--- src/rtl/spl_cfg.svh ---
// constants for the sector protection and lockdown command block
// Overview of operation
// - program map: 3D 2A 7F FC then eight data bytes, sectors 0 to 7
// - map program starts on chip select rise; busy until it completes
// - ninth and later data bytes wrap to byte location 0 and onward
// - map reprogram accepted whether global protection is on or off
// - map program writes its data into buffer 1, overwriting it
// - read map: 32h plus three dummies, then bytes 0..7 shift out
// - after eighth read byte, further clocks shift out 00h
// - chip select rise ends a map read and floats serial output
// - lock sector: 3D 2A 7F 30 then three address bytes
// - lockdown starts on chip select rise after address; busy meanwhile
// - locked sectors reject every erase and program until reset
// - read lock map: 35h plus three dummies, then eight bytes out
// - lock map bytes FFh/00h; sector 0 uses bits 7:6 and 5:4
// - freeze: 34 55 AA 40; further bytes in that frame ignored
// - freeze starts on chip select rise; lock state frozen and lock enable flag cleared when it ends
// - once frozen, every sector lockdown command is ignored
// - map sector 0: bits 7:6 sub 0a, 5:4 sub 0b, 11 protects
// - map byte all ones protects its sector, all zeros unprotects
`ifndef SPL_CFG_SVH
`define SPL_CFG_SVH

`define SPL_OP_PFX0      8'h3d
`define SPL_OP_PFX1      8'h2a
`define SPL_OP_PFX2      8'h7f
`define SPL_OP_PROG      8'hfc
`define SPL_OP_LOCK      8'h30
`define SPL_OP_RD_PROT   8'h32
`define SPL_OP_RD_LOCK   8'h35
`define SPL_OP_FRZ0      8'h34
`define SPL_OP_FRZ1      8'h55
`define SPL_OP_FRZ2      8'haa
`define SPL_OP_FRZ3      8'h40

`define SPL_MAP_BYTES    8
`define SPL_PROT_RESET   8'h00
`define SPL_LOCK_RESET   8'h00
`define SPL_BYTE_ALL     8'hff
`define SPL_SUB0A_MASK   8'hc0
`define SPL_SUB0B_MASK   8'h30
`define SPL_SUB0A_HI     7
`define SPL_SUB0B_HI     5
`define SPL_SECT_HI      18
`define SPL_SECT_LO      16
`define SPL_PAGE_HI      18
`define SPL_PAGE_LO      8
`define SPL_SUB0A_PAGES  8
`define SPL_DUMMY_BYTES  3
`define SPL_ADDR_BYTES   3

`define SPL_CLK_MHZ      125
`define SPL_PROG_TIME_US 200
`define SPL_FRZ_TIME_US  200

`endif

--- src/rtl/spl_pkg.sv ---
// types for the sector protection and lockdown command block
`default_nettype none
package spl_pkg;
   typedef enum logic [3:0] {
      SPL_ST_OP, SPL_ST_PFX, SPL_ST_FRZ, SPL_ST_PROG, SPL_ST_ADDR,
      SPL_ST_LOCK_OK, SPL_ST_FRZ_OK, SPL_ST_DUMMY, SPL_ST_OUT, SPL_ST_IGN
   } spl_state_t;
   typedef enum logic [1:0] {
      SPL_NV_NONE, SPL_NV_PROG, SPL_NV_LOCK, SPL_NV_FRZ
   } spl_nvop_t;
endpackage
`default_nettype wire

--- src/rtl/spl_sync.sv ---
// two flip-flop synchroniser for pins from outside the clock domain
`default_nettype none
module spl_sync #(
   parameter int             W       = 1,
   parameter logic [W-1:0]   RST_VAL = '0
) (
   // clock and reset
   input  wire logic         core_clk,
   input  wire logic         rst,
   // pins in, synchronised levels out
   input  wire logic [W-1:0] d_in,
   output logic      [W-1:0] q_out
);
   logic [W-1:0] meta_r;
   logic [W-1:0] meta_nxt;
   logic [W-1:0] q_nxt;

   always_comb begin
      meta_nxt = d_in;
      q_nxt    = meta_r;
   end

   always_ff @(posedge core_clk or posedge rst) begin
      if (rst) begin
         meta_r <= RST_VAL;
         q_out  <= RST_VAL;
      end else begin
         meta_r <= meta_nxt;
         q_out  <= q_nxt;
      end
   end
endmodule
`default_nettype wire

--- src/rtl/spl_core.sv ---
// sector protection map and lockdown command handling behind the spi pins
`include "spl_cfg.svh"
`default_nettype none
module spl_core #(
   parameter int unsigned PROG_CYC = `SPL_PROG_TIME_US * `SPL_CLK_MHZ,
   parameter int unsigned FRZ_CYC  = `SPL_FRZ_TIME_US * `SPL_CLK_MHZ
) (
   // clock and reset
   input  wire logic        core_clk,
   input  wire logic        rst,
   // spi pins
   input  wire logic        sck,
   input  wire logic        cs_n,
   input  wire logic        si,
   output logic             so,
   output logic             so_oe,
   // status
   output logic             busy_r,
   output logic             lock_cmd_enabled_flag_r,
   // buffer 1 write port
   output logic             buf1_we_r,
   output logic [2:0]       buf1_idx_r,
   output logic [7:0]       buf1_data_r,
   // erase and program permission query from the array
   input  wire logic        pe_req,
   input  wire logic [18:0] pe_addr,
   input  wire logic        prot_en,
   output logic             pe_ack_r,
   output logic             pe_allow_r
);
   localparam int unsigned NB = `SPL_MAP_BYTES;

   generate
      if (PROG_CYC < 1 || FRZ_CYC < 1) begin : g_bad_time
         $error("spl_core: operation times must be at least one cycle");
      end
   endgenerate

   // protection or lock state of the byte that covers an address
   function automatic logic map_hit(input logic [7:0] b,
                                    input logic [18:0] a);
      logic [2:0]  sec;
      logic [10:0] pg;
      sec = a[`SPL_SECT_HI:`SPL_SECT_LO];
      pg  = a[`SPL_PAGE_HI:`SPL_PAGE_LO];
      if (sec != 3'h0)
         map_hit = &b;
      else if (pg < 11'(`SPL_SUB0A_PAGES))
         map_hit = &b[`SPL_SUB0A_HI -: 2];
      else
         map_hit = &b[`SPL_SUB0B_HI -: 2];
   endfunction

   ////////////////////////////////////////////////////////////////////////
   // pin sampling
   logic [2:0] pin_s;
   logic       sck_d_r;
   logic       cs_d_r;
   logic       sck_rise;
   logic       sck_fall;
   logic       cs_rise;
   logic       cs_low;

   spl_sync #(.W(3), .RST_VAL(3'b010)) u_sync (
      .core_clk (core_clk),
      .rst      (rst),
      .d_in     ({sck, cs_n, si}),
      .q_out    (pin_s)
   );

   always_ff @(posedge core_clk or posedge rst) begin
      if (rst) begin
         sck_d_r <= 1'b0;
         cs_d_r  <= 1'b1;
      end else begin
         sck_d_r <= pin_s[2];
         cs_d_r  <= pin_s[1];
      end
   end

   assign cs_low   = ~pin_s[1];
   assign sck_rise = cs_low & pin_s[2] & ~sck_d_r;
   assign sck_fall = cs_low & ~pin_s[2] & sck_d_r;
   assign cs_rise  = pin_s[1] & ~cs_d_r;

   ////////////////////////////////////////////////////////////////////////
   // nonvolatile maps, working buffer and self-timed operations
   logic [7:0]        prot_r  [NB];
   logic [7:0]        prot_nxt[NB];
   logic [7:0]        lock_r  [NB];
   logic [7:0]        lock_nxt[NB];
   logic [7:0]        stage_r  [NB];
   logic [7:0]        stage_nxt[NB];
   logic              frozen_r;
   logic              frozen_nxt;
   spl_pkg::spl_nvop_t nvop_r;
   spl_pkg::spl_nvop_t nvop_nxt;
   logic [31:0]       timer_r;
   logic [31:0]       timer_nxt;
   logic [23:0]       addr_r;
   logic [23:0]       addr_nxt;

   ////////////////////////////////////////////////////////////////////////
   // serial command decode
   spl_pkg::spl_state_t st_r;
   spl_pkg::spl_state_t st_nxt;
   logic [2:0]  bit_r;
   logic [2:0]  bit_nxt;
   logic [7:0]  sh_r;
   logic [7:0]  sh_nxt;
   logic [3:0]  idx_r;
   logic [3:0]  idx_nxt;
   logic [2:0]  wptr_r;
   logic [2:0]  wptr_nxt;
   logic        rd_lock_r;
   logic        rd_lock_nxt;
   logic [3:0]  obyte_r;
   logic [3:0]  obyte_nxt;
   logic [2:0]  obit_r;
   logic [2:0]  obit_nxt;
   logic        so_nxt;
   logic        so_oe_nxt;
   logic        we_nxt;
   logic [2:0]  widx_nxt;
   logic [7:0]  wdat_nxt;
   logic [7:0]  byte_in;
   logic        byte_done;
   logic [7:0]  obyte_val;

   assign byte_in   = {sh_r[6:0], pin_s[0]};
   assign byte_done = sck_rise && (bit_r == 3'h7);

   always_comb begin
      st_nxt      = st_r;
      bit_nxt     = bit_r;
      sh_nxt      = sh_r;
      idx_nxt     = idx_r;
      wptr_nxt    = wptr_r;
      rd_lock_nxt = rd_lock_r;
      obyte_nxt   = obyte_r;
      obit_nxt    = obit_r;
      so_nxt      = so;
      we_nxt      = 1'b0;
      widx_nxt    = buf1_idx_r;
      wdat_nxt    = buf1_data_r;
      addr_nxt    = addr_r;
      obyte_val   = 8'h00;
      for (int i = 0; i < NB; i++) begin
         stage_nxt[i] = stage_r[i];
      end
      if (obyte_r < 4'(NB))
         obyte_val = rd_lock_r ? lock_r[obyte_r[2:0]]
                               : prot_r[obyte_r[2:0]];
      if (!cs_low) begin
         st_nxt   = spl_pkg::SPL_ST_OP;
         bit_nxt  = 3'h0;
         idx_nxt  = 4'h0;
         obit_nxt = 3'h0;
      end else begin
         if (sck_rise) begin
            sh_nxt  = byte_in;
            bit_nxt = bit_r + 3'h1;
         end
         if (byte_done) begin
            if (idx_r != 4'hf)
               idx_nxt = idx_r + 4'h1;
            case (st_r)
               spl_pkg::SPL_ST_OP: begin
                  if (busy_r)
                     st_nxt = spl_pkg::SPL_ST_IGN;
                  else if (byte_in == `SPL_OP_PFX0)
                     st_nxt = spl_pkg::SPL_ST_PFX;
                  else if (byte_in == `SPL_OP_FRZ0)
                     st_nxt = spl_pkg::SPL_ST_FRZ;
                  else if (byte_in == `SPL_OP_RD_PROT ||
                           byte_in == `SPL_OP_RD_LOCK) begin
                     st_nxt      = spl_pkg::SPL_ST_DUMMY;
                     rd_lock_nxt = (byte_in == `SPL_OP_RD_LOCK);
                  end else
                     st_nxt = spl_pkg::SPL_ST_IGN;
               end
               spl_pkg::SPL_ST_PFX: begin
                  st_nxt = spl_pkg::SPL_ST_IGN;
                  if (idx_r == 4'h1 && byte_in == `SPL_OP_PFX1)
                     st_nxt = spl_pkg::SPL_ST_PFX;
                  else if (idx_r == 4'h2 && byte_in == `SPL_OP_PFX2)
                     st_nxt = spl_pkg::SPL_ST_PFX;
                  else if (idx_r == 4'h3 && byte_in == `SPL_OP_PROG) begin
                     st_nxt   = spl_pkg::SPL_ST_PROG;
                     wptr_nxt = 3'h0;
                  end else if (idx_r == 4'h3 && byte_in == `SPL_OP_LOCK &&
                               !frozen_r)
                     st_nxt = spl_pkg::SPL_ST_ADDR;
               end
               spl_pkg::SPL_ST_FRZ: begin
                  st_nxt = spl_pkg::SPL_ST_IGN;
                  if ((idx_r == 4'h1 && byte_in == `SPL_OP_FRZ1) ||
                      (idx_r == 4'h2 && byte_in == `SPL_OP_FRZ2))
                     st_nxt = spl_pkg::SPL_ST_FRZ;
                  else if (idx_r == 4'h3 && byte_in == `SPL_OP_FRZ3)
                     st_nxt = spl_pkg::SPL_ST_FRZ_OK;
               end
               spl_pkg::SPL_ST_PROG: begin
                  stage_nxt[wptr_r] = byte_in;
                  we_nxt   = 1'b1;
                  widx_nxt = wptr_r;
                  wdat_nxt = byte_in;
                  wptr_nxt = wptr_r + 3'h1;
               end
               spl_pkg::SPL_ST_ADDR: begin
                  addr_nxt = {addr_r[15:0], byte_in};
                  if (idx_r == 4'(3 + `SPL_ADDR_BYTES))
                     st_nxt = spl_pkg::SPL_ST_LOCK_OK;
               end
               spl_pkg::SPL_ST_DUMMY: begin
                  if (idx_r == 4'(`SPL_DUMMY_BYTES)) begin
                     st_nxt    = spl_pkg::SPL_ST_OUT;
                     obyte_nxt = 4'h0;
                     obit_nxt  = 3'h0;
                  end
               end
               spl_pkg::SPL_ST_LOCK_OK,
               spl_pkg::SPL_ST_FRZ_OK,
               spl_pkg::SPL_ST_OUT,
               spl_pkg::SPL_ST_IGN: ;
               default: st_nxt = spl_pkg::SPL_ST_IGN;
            endcase
         end
         if (sck_fall && st_r == spl_pkg::SPL_ST_OUT) begin
            so_nxt   = obyte_val[3'h7 - obit_r];
            obit_nxt = obit_r + 3'h1;
            if (obit_r == 3'h7 && obyte_r != 4'(NB))
               obyte_nxt = obyte_r + 4'h1;
         end
      end
      so_oe_nxt = cs_low && (st_nxt == spl_pkg::SPL_ST_OUT);
   end

   always_ff @(posedge core_clk or posedge rst) begin
      if (rst) begin
         st_r        <= spl_pkg::SPL_ST_OP;
         bit_r       <= 3'h0;
         sh_r        <= 8'h00;
         idx_r       <= 4'h0;
         wptr_r      <= 3'h0;
         rd_lock_r   <= 1'b0;
         obyte_r     <= 4'h0;
         obit_r      <= 3'h0;
         so          <= 1'b0;
         so_oe       <= 1'b0;
         buf1_we_r   <= 1'b0;
         buf1_idx_r  <= 3'h0;
         buf1_data_r <= 8'h00;
      end else begin
         st_r        <= st_nxt;
         bit_r       <= bit_nxt;
         sh_r        <= sh_nxt;
         idx_r       <= idx_nxt;
         wptr_r      <= wptr_nxt;
         rd_lock_r   <= rd_lock_nxt;
         obyte_r     <= obyte_nxt;
         obit_r      <= obit_nxt;
         so          <= so_nxt;
         so_oe       <= so_oe_nxt;
         buf1_we_r   <= we_nxt;
         buf1_idx_r  <= widx_nxt;
         buf1_data_r <= wdat_nxt;
      end
   end

   ////////////////////////////////////////////////////////////////////////
   // self-timed program, lockdown and freeze
   logic [2:0] lsec;
   logic       lsub0a;
   logic       pe_ack_nxt;
   logic       pe_allow_nxt;

   assign lsec   = addr_r[`SPL_SECT_HI:`SPL_SECT_LO];
   assign lsub0a = addr_r[`SPL_PAGE_HI:`SPL_PAGE_LO] <
                   11'(`SPL_SUB0A_PAGES);

   always_comb begin
      nvop_nxt   = nvop_r;
      timer_nxt  = timer_r;
      frozen_nxt = frozen_r;
      for (int i = 0; i < NB; i++) begin
         prot_nxt[i] = prot_r[i];
         lock_nxt[i] = lock_r[i];
      end
      if (nvop_r == spl_pkg::SPL_NV_NONE) begin
         if (cs_rise) begin
            case (st_r)
               spl_pkg::SPL_ST_PROG: begin
                  nvop_nxt  = spl_pkg::SPL_NV_PROG;
                  timer_nxt = 32'(PROG_CYC - 1);
               end
               spl_pkg::SPL_ST_LOCK_OK: begin
                  nvop_nxt  = spl_pkg::SPL_NV_LOCK;
                  timer_nxt = 32'(PROG_CYC - 1);
               end
               spl_pkg::SPL_ST_FRZ_OK: begin
                  nvop_nxt  = spl_pkg::SPL_NV_FRZ;
                  timer_nxt = 32'(FRZ_CYC - 1);
               end
               default: nvop_nxt = spl_pkg::SPL_NV_NONE;
            endcase
         end
      end else if (timer_r != 32'h0) begin
         timer_nxt = timer_r - 32'h1;
      end else begin
         nvop_nxt = spl_pkg::SPL_NV_NONE;
         case (nvop_r)
            spl_pkg::SPL_NV_PROG: begin
               for (int i = 0; i < NB; i++) begin
                  prot_nxt[i] = stage_r[i];
               end
            end
            spl_pkg::SPL_NV_LOCK: begin
               if (lsec != 3'h0)
                  lock_nxt[lsec] = `SPL_BYTE_ALL;
               else if (lsub0a)
                  lock_nxt[0] = lock_r[0] | `SPL_SUB0A_MASK;
               else
                  lock_nxt[0] = lock_r[0] | `SPL_SUB0B_MASK;
            end
            spl_pkg::SPL_NV_FRZ: frozen_nxt = 1'b1;
            default: nvop_nxt = spl_pkg::SPL_NV_NONE;
         endcase
      end
      pe_ack_nxt   = pe_req;
      pe_allow_nxt = !map_hit(lock_r[pe_addr[`SPL_SECT_HI:`SPL_SECT_LO]],
                              pe_addr) &&
                     !(prot_en &&
                       map_hit(prot_r[pe_addr[`SPL_SECT_HI:`SPL_SECT_LO]],
                               pe_addr));
   end

   always_ff @(posedge core_clk or posedge rst) begin
      if (rst) begin
         for (int i = 0; i < NB; i++) begin
            prot_r[i]  <= `SPL_PROT_RESET;
            lock_r[i]  <= `SPL_LOCK_RESET;
            stage_r[i] <= `SPL_PROT_RESET;
         end
         frozen_r                <= 1'b0;
         nvop_r                  <= spl_pkg::SPL_NV_NONE;
         timer_r                 <= 32'h0;
         addr_r                  <= 24'h0;
         busy_r                  <= 1'b0;
         lock_cmd_enabled_flag_r <= 1'b1;
         pe_ack_r                <= 1'b0;
         pe_allow_r              <= 1'b0;
      end else begin
         for (int i = 0; i < NB; i++) begin
            prot_r[i]  <= prot_nxt[i];
            lock_r[i]  <= lock_nxt[i];
            stage_r[i] <= stage_nxt[i];
         end
         frozen_r                <= frozen_nxt;
         nvop_r                  <= nvop_nxt;
         timer_r                 <= timer_nxt;
         addr_r                  <= addr_nxt;
         busy_r                  <= (nvop_nxt != spl_pkg::SPL_NV_NONE);
         lock_cmd_enabled_flag_r <= !frozen_nxt;
         pe_ack_r                <= pe_ack_nxt;
         pe_allow_r              <= pe_allow_nxt;
      end
   end
endmodule
`default_nettype wire

--- config.mk ---
export PLATFORM = sky130hd
export DESIGN_NAME = spl_core
export DESIGN_NICKNAME = d
export VERILOG_FILES = /design/src/rtl/spl_pkg.sv /design/src/rtl/spl_sync.sv /design/src/rtl/spl_core.sv
export VERILOG_INCLUDE_DIRS = /design/src /design/src/rtl
export SDC_FILE = /design/constraint.sdc
export NUM_CORES = 1
export LEC_CHECK = 0
export ABC_AREA = 1
export BUFFER_PORTS_ARGS = -buffer_cell sky130_fd_sc_hd__buf_2
export CELL_PAD_IN_SITES_DETAIL_PLACEMENT = 1
export CELL_PAD_IN_SITES_GLOBAL_PLACEMENT = 2
export CORE_UTILIZATION = 35
export CTS_BUF_LIST = sky130_fd_sc_hd__clkbuf_16
export CTS_CLUSTER_DIAMETER = 30
export DETAILED_ROUTE_END_ITERATION = 8
export PLACE_DENSITY_LB_ADDON = 0.12
export SLEW_MARGIN = 20
export SYNTH_ARGS = -nofsm -noshare
export SYNTH_HDL_FRONTEND = slang
export SYNTH_SLANG_ARGS = --single-unit
--- constraint.sdc ---
create_clock -name core_clk -period 10.4 [get_ports core_clk]
set_input_delay 1.56 -clock core_clk [delete_from_list [all_inputs] [get_ports core_clk]]
set_output_delay 1.56 -clock core_clk [all_outputs]
set_load 0.01 [all_outputs]
Word level (Yosys, flattened, before mapping):

Cells that the tools add are included.

* register bits: 301
* input bits: 26
* output and inout port bits: 18

* add/sub/neg operators: 7
* magnitude comparators: 10
* equal/unequal tests: 38
* multiplexer cells: 75
* bitwise logic cells: 19
* reduce and logical (&&, ||, !) cells: 58

Operators by type and width (count)
* $mux 32: 4
* $mux 8: 14
* $bmux 8 s3: 4
* $mux 4: 22
* $bwmux 64: 1
* $or 64x64->64: 1
* $demux 8 s3: 2
* $eq 8x6->1 const B: 6
* $reduce_bool 32->1: 1
* $sub 32x1->32 const B: 1
* $mux 3: 10
* $eq 8x7->1 const B: 3
* $pmux 4 s6: 1
* $lt 11x4->1 const B: 2
* $eq 4x3->1 const B: 5
* $eq 4x2->1 const B: 4
* $eq 8x8->1 const B: 2
* $ge 4x4->1 const B: 4
* $logic_and 1x1->1: 16
* $not 3->4: 4
* $reduce_and 8->1: 2
* $reduce_and 3->1: 5
* $reduce_bool 3->1: 5
* $reduce_and 2->1: 7
* other kinds (31): 81

Longest topological paths before layout:

* depth after elaboration: 12
* mapped depth: 13
* gate-level depth less buffers: 13

Modules after synthesis:

A second synthesis with hierarchy kept.

* cell total of the unflattened synthesis: 1632
* area total of the unflattened synthesis: 14327.5 um2

By module, submodules not included
* spl_core: instances 1, cells an instance 1625, area an instance 14171.1 um2
* spl_sync: instances 1, cells an instance 7, area an instance 156.4 um2

Worst setup path before layout:

OpenSTA, ideal clock, no wires.

* path type: input to register
* from: in pe_addr[16]
* to: reg pe_allow_r
* data arrival time: 2687 ps
* required time: 10278 ps
* setup slack: 7591 ps
* stages on the path: 8
* path through: clkbuf_1 clkbuf_1 nand3_1 nand3_1 nand2_1 o21a_1 nor3_1 nor2_1

* longest elaborated chain between the ends: 10
* elaborated cells between the ends (all ways): 23
* classes of those cells: order compare (1); mux (10); bitwise (1); reduce/logical (11)

RTL lines
* from (decl): line spl_core.sv:26 `input wire logic [18:0] pe_addr,`
* $not 3->4: line spl_core.sv:331, spl_core.sv:334
* $bmux 8 s3: line spl_core.sv:334 `` map_hit(prot_r[pe_addr[`SPL_SECT_HI:`SPL_SECT_LO]], ``
* $mux 8 (2 in a row): line spl_core.sv:334
* $reduce_and 2->1 (on tied branches): line spl_core.sv:51, spl_core.sv:49
* $mux 1: line spl_core.sv:48 `` else if (pg < 11'(`SPL_SUB0A_PAGES)) ``
* $mux 1: line spl_core.sv:46 `if (sec != 3'h0)`
* $logic_and 1x1->1: line spl_core.sv:333 `!(prot_en &&`
* $logic_not 1->1: line spl_core.sv:333
* $logic_and 1x1->1 (*): line spl_core.sv:331 `` pe_allow_nxt = !map_hit(lock_r[pe_addr[`SPL_SECT_HI:`SPL_SECT_LO]], ``
* named net pe_allow_nxt: line spl_core.sv:276 `logic pe_allow_nxt;`
* to (signal assigned): line spl_core.sv:366 `pe_allow_r <= pe_allow_nxt;`
* to (decl): line spl_core.sv:29 `output logic pe_allow_r`

The timed path passes the listed nets; every way through them passes the cells marked *. The select of a mux whose other input is x is not followed.
A chain may end at the register's enable or synchronous reset.

Worst setup path in the final report:

Ends and elaborated chain as after synthesis.

==> results.md <==
- Once detailed placement completed, the half-perimeter wirelength came to 26.6 mm.
- The netlist area before placement is 0.0141 mm^2.
- The average instance in the mapped netlist occupies 8.71 um^2.
- The most used flip-flop cell after synthesis is sky130_fd_sc_hd__dfrtp_1.
- The number of antenna violations at the first check in global routing is 0.
- The overall power consumption is 3.74 mW.
- For the worst setup path, the data arrival time is 3.83 ns.
- Buffers added to address setup during post-CTS repair amount to 0.
- The count of pins on the block boundary is 44.
- The floorplan step set the die height to 203 um.
- The first TritonRoute pass finished after 4 iterations.
- The depth of the CTS H-tree is 3.
- The flow ran to the end, and the final reports show no timing, DRC or antenna violations.
- In this run the remaining antenna-violating nets after routing total 0.
- Summed over all failing endpoints, the final setup total negative slack is 0 ns.
- Counting flops with a built-in enable in the synthesized netlist gives 0.
- The tightest hold path in the finished design has a slack of 0.343 ns.
- In this run the static leakage power is 8.72 nW.
- The clock transition time at the flip-flop clock pins of the worst setup and hold paths is 0.04 ns.
- In this design, the critical path's most frequently occurring cell is sky130_fd_sc_hd__nand3_1.
- The area growth from synthesis to final layout is 23.5%.
- The global-route total usage across every layer is 21.4%.
- The largest individual stage delay along the critical path comes from the cell sky130_fd_sc_hd__clkinv_1.
- The cell family contributing the most delay on the critical path is buffers and inverters.
- In this run the tightest slew margin relative to its limit is 28.5%.
- For this design, the CTS-stage hold fixing added 0 buffers.
- Setup slack on the critical path of the routed design comes to 7.07 ns.
- The final route contains 11,400 vias.
- The data required time at the worst endpoint is 10.90 ns.
- Input and output buffers added on the ports amount to 32.
- Net switching is 22.1% of the power.
- Sequential cells account for 31.9% of the total power.
- The critical path goes through buf_2 > buf_4 > clkinv_1 > nand3_1 > nand3_1 > a21oi_1 > o21ai_0 > nand3_1 > a21oi_1 > nor2_1.
- For the pin with the worst max-slew slack, the measured transition is 1.07 ns.
- Setup repair after global routing left no endpoint under its margin.
- The final cell utilization of the core is 43.8%.
- Based on the critical path, the design can be clocked at up to 0.300 GHz.
- The wire length of the first global-routing pass is 68.4 mm.
- The clock drives 301 sinks.
- The largest net degree at the start of global routing is 80.
- The weighted congestion at the end of routability-driven global placement is 0.829.
- The internal power consumption is 2.91 mW.
- Once the clock tree was built, the resizer swapped 0 gates to a different size.
- In this run the worst path has a maximum fanout of 31.
- The number of max-slew violations in the final report is 0.
- In this run the deepest clock path goes through 3 buffers.
- In the layout the commonest cells are sky130_fd_sc_hd__nand2_1 (405), sky130_fd_sc_hd__dfrtp_1 (296), sky130_fd_sc_hd__nand3_1 (222).
- CTS placed an instance of sky130_fd_sc_hd__clkbuf_16 at the clock tree root.
- The net switching power is 0.828 mW.
- The initial core utilization is 35.4%.
- TritonCTS built the clock tree.
- The final routed wirelength across all metal layers is 41.5 mm.
- The clock reaches the later pin of the worst-skew pair after 0.59 ns.
- After detailed routing, the number of vias per cell comes to 5.04.
- The net count of the mapped netlist is 1,654.
- The fraction of the cycle the final worst path needs is 32.0%.
- The largest single stage delay on the critical path is 0.80 ns.
- The count of maximum capacitance violations is 0.
- The combinational group share of total power is 2.7%.
- The layout cell share with drive strength beyond 1 is 14.5%.
- The finished cells cover 0.0174 mm^2.
- The setup slack after placement is 6.42 ns.
- The final worst clock skew is 0.0212 ns.
- The total area inside the core boundary comes to 0.0397 mm^2.
- Summed over all layers, the global routing overflow is 0.
- The via count of the first global-routing pass came to 12,200.
- The number of standard cells in the layout, taps in and fillers out is 2,261.
- In this run, the number of DRC markers left after iteration 0 of detailed routing was 481.
- The final routed DRC violation total is 0.
- After synthesis, the share of flip-flops with an asynchronous set or reset is 100%.
- The hold violation total from the final report came to 0.
- The number of flip-flops and latches in the synthesized netlist is 301.
- TritonCTS created 80 clock buffers.
- The warning count from the yosys run is 0.
- The kind of end point of the critical path is a flip-flop.
- The number of buffer and inverter instances along the worst setup path is 3.
- Dividing total power by cell area gives a power density of 215 mW/mm^2.
- The average routed wire per standard cell is 18.4 um.
- Summing all placed instances gives a cell area of 0.0147 mm^2.
- The worst setup path is launched from an input pin.
- The width of the die is 203 um.
- The type of the most critical hold path is reg2reg.
- The synthesized instance count is 1,617.
- The number of distinct library cells after synthesis is 47.
- At the end of the flow, the number of nets in the layout was 1,710.
- Setup violations remaining at the end of the flow were counted as 0.
- After layout, the minimum clock period comes to 3.33 ns.
- The setup path with the least slack is of type in2reg.
- IR analysis of the VDD net gives a maximum drop of 0.111 mV.
- The sequential-to-total area share from yosys stat is 53.5%.
- The number of standard-cell rows in the floorplan is 73.
- The number of antenna diodes in the final layout is 0.
- The cell count after placement is 2,116.
- Leaving out fill and tap cells, the most frequent cell in the layout is sky130_fd_sc_hd__nand2_1.
- The relative contribution of the clock network to total power is 65.4%.
- The overall die area is 0.0410 mm^2.
## final timing paths
check                                            end                  startpoint  slack, ns  depth (start not counted)
setup / recovery                pe_allow_r$_DFF_PP0_                 pe_addr[16]       7.07                         10
hold / removal             u_sync.q_out[2]$_DFF_PP0_  u_sync.meta_r[2]$_DFF_PP0_       0.34                          0
setup reg to reg               prot_r[2]$_DFFE_PP0P_      timer_r[0]$_DFFE_PP0P_       7.31                          8
hold reg to reg            u_sync.q_out[2]$_DFF_PP0_  u_sync.meta_r[2]$_DFF_PP0_       0.34                          0
max in group asynchronous     prot_r[63]$_DFFE_PP0P_                         rst       7.96                          3
min in group asynchronous         pe_ack_r$_DFF_PP0_                         rst       1.04                          2
## power groups by stage
stage	Clock (mW)	Combinational, mW	Sequential (mW)
finish	2.45	0.100	1.19
global route	2.56	0.114	1.19
CTS	2.50	0.106	1.19
detailed placement	0	0.105	1.21
global placement	0	0.104	1.21
floorplan	0	0.0563	1.21
## cell usage after synthesis (3+ instances only)
library cell	instances	share of area, %
sky130_fd_sc_hd__nand2_1	405	11
sky130_fd_sc_hd__dfrtp_1	297	53
sky130_fd_sc_hd__nand3_1	222	7.9
sky130_fd_sc_hd__inv_1	146	3.9
sky130_fd_sc_hd__nor2_1	111	3.0
sky130_fd_sc_hd__o21ai_0	92	3.3
sky130_fd_sc_hd__mux2_2	66	5.3
sky130_fd_sc_hd__clkbuf_1	51	1.4
sky130_fd_sc_hd__o21ai_1	36	1.3
sky130_fd_sc_hd__nand4_1	24	1.1
sky130_fd_sc_hd__nor3_1	22	0.78
sky130_fd_sc_hd__xor2_1	22	1.4
sky130_fd_sc_hd__a21oi_1	20	0.71
sky130_fd_sc_hd__buf_2	14	0.50
sky130_fd_sc_hd__ha_1	11	0.98
sky130_fd_sc_hd__o31ai_1	11	0.59
sky130_fd_sc_hd__o311ai_0	6	0.37
sky130_fd_sc_hd__nor4_1	5	0.22
sky130_fd_sc_hd__dfstp_2	4	0.75
sky130_fd_sc_hd__a22o_1	3	0.19
sky130_fd_sc_hd__and2_1	3	0.13
sky130_fd_sc_hd__clkinv_1	3	0.080
sky130_fd_sc_hd__mux2_1	3	0.24
sky130_fd_sc_hd__nand2_2	3	0.13
sky130_fd_sc_hd__o21bai_1	3	0.16
sky130_fd_sc_hd__o221ai_1	3	0.19
## sequential cells by signal (all words and copies together) (netlist names), 2 cells and up
signal         count
lock_r            64
prot_r            64
stage_r           64
timer_r           32
addr_r            19
buf1_data_r        8
sh_r               7
idx_r              4
obyte_r            4
st_r               4
bit_r              3
buf1_idx_r         3
obit_r             3
u_sync.meta_r      3
u_sync.q_out       3
wptr_r             3
nvop_r             2
## logic make-up (layout without fill, tap and decap cells)
logic type,after synthesis,in the layout,synth area share (%)
simple gates,813,813,25.4
buf+inv,219,338,6.02
mux,69,69,5.52
compound gates,181,181,7.09
fa+ha+maj,11,11,0.978
xor+xnor,23,23,1.43
flops,301,301,53.5
## per-layer routing
| metal | routed length (um) | part of all wire [%] | global-route usage, % |
|---|---|---|---|
| met1 | 19400 | 47 | 28.1 |
| met2 | 19900 | 48 | 35.0 |
| met3 | 1300 | 3.1 | 4.57 |
| met4 | 942 | 2.3 | 6.58 |
| met5 | 0 | 0 | 0 |
## final cells by class
class / count / area [um^2]
clock buffers: 81 / 2030
clock inverters: 64 / 653
fillers: 4641 / 22300
inverters: 151 / 574
multi-input cells: 1097 / 5690
flip-flops and latches: 301 / 7540
well taps: 525 / 657
repair buffers: 42 / 243
Power figures use the tool's default switching activity.
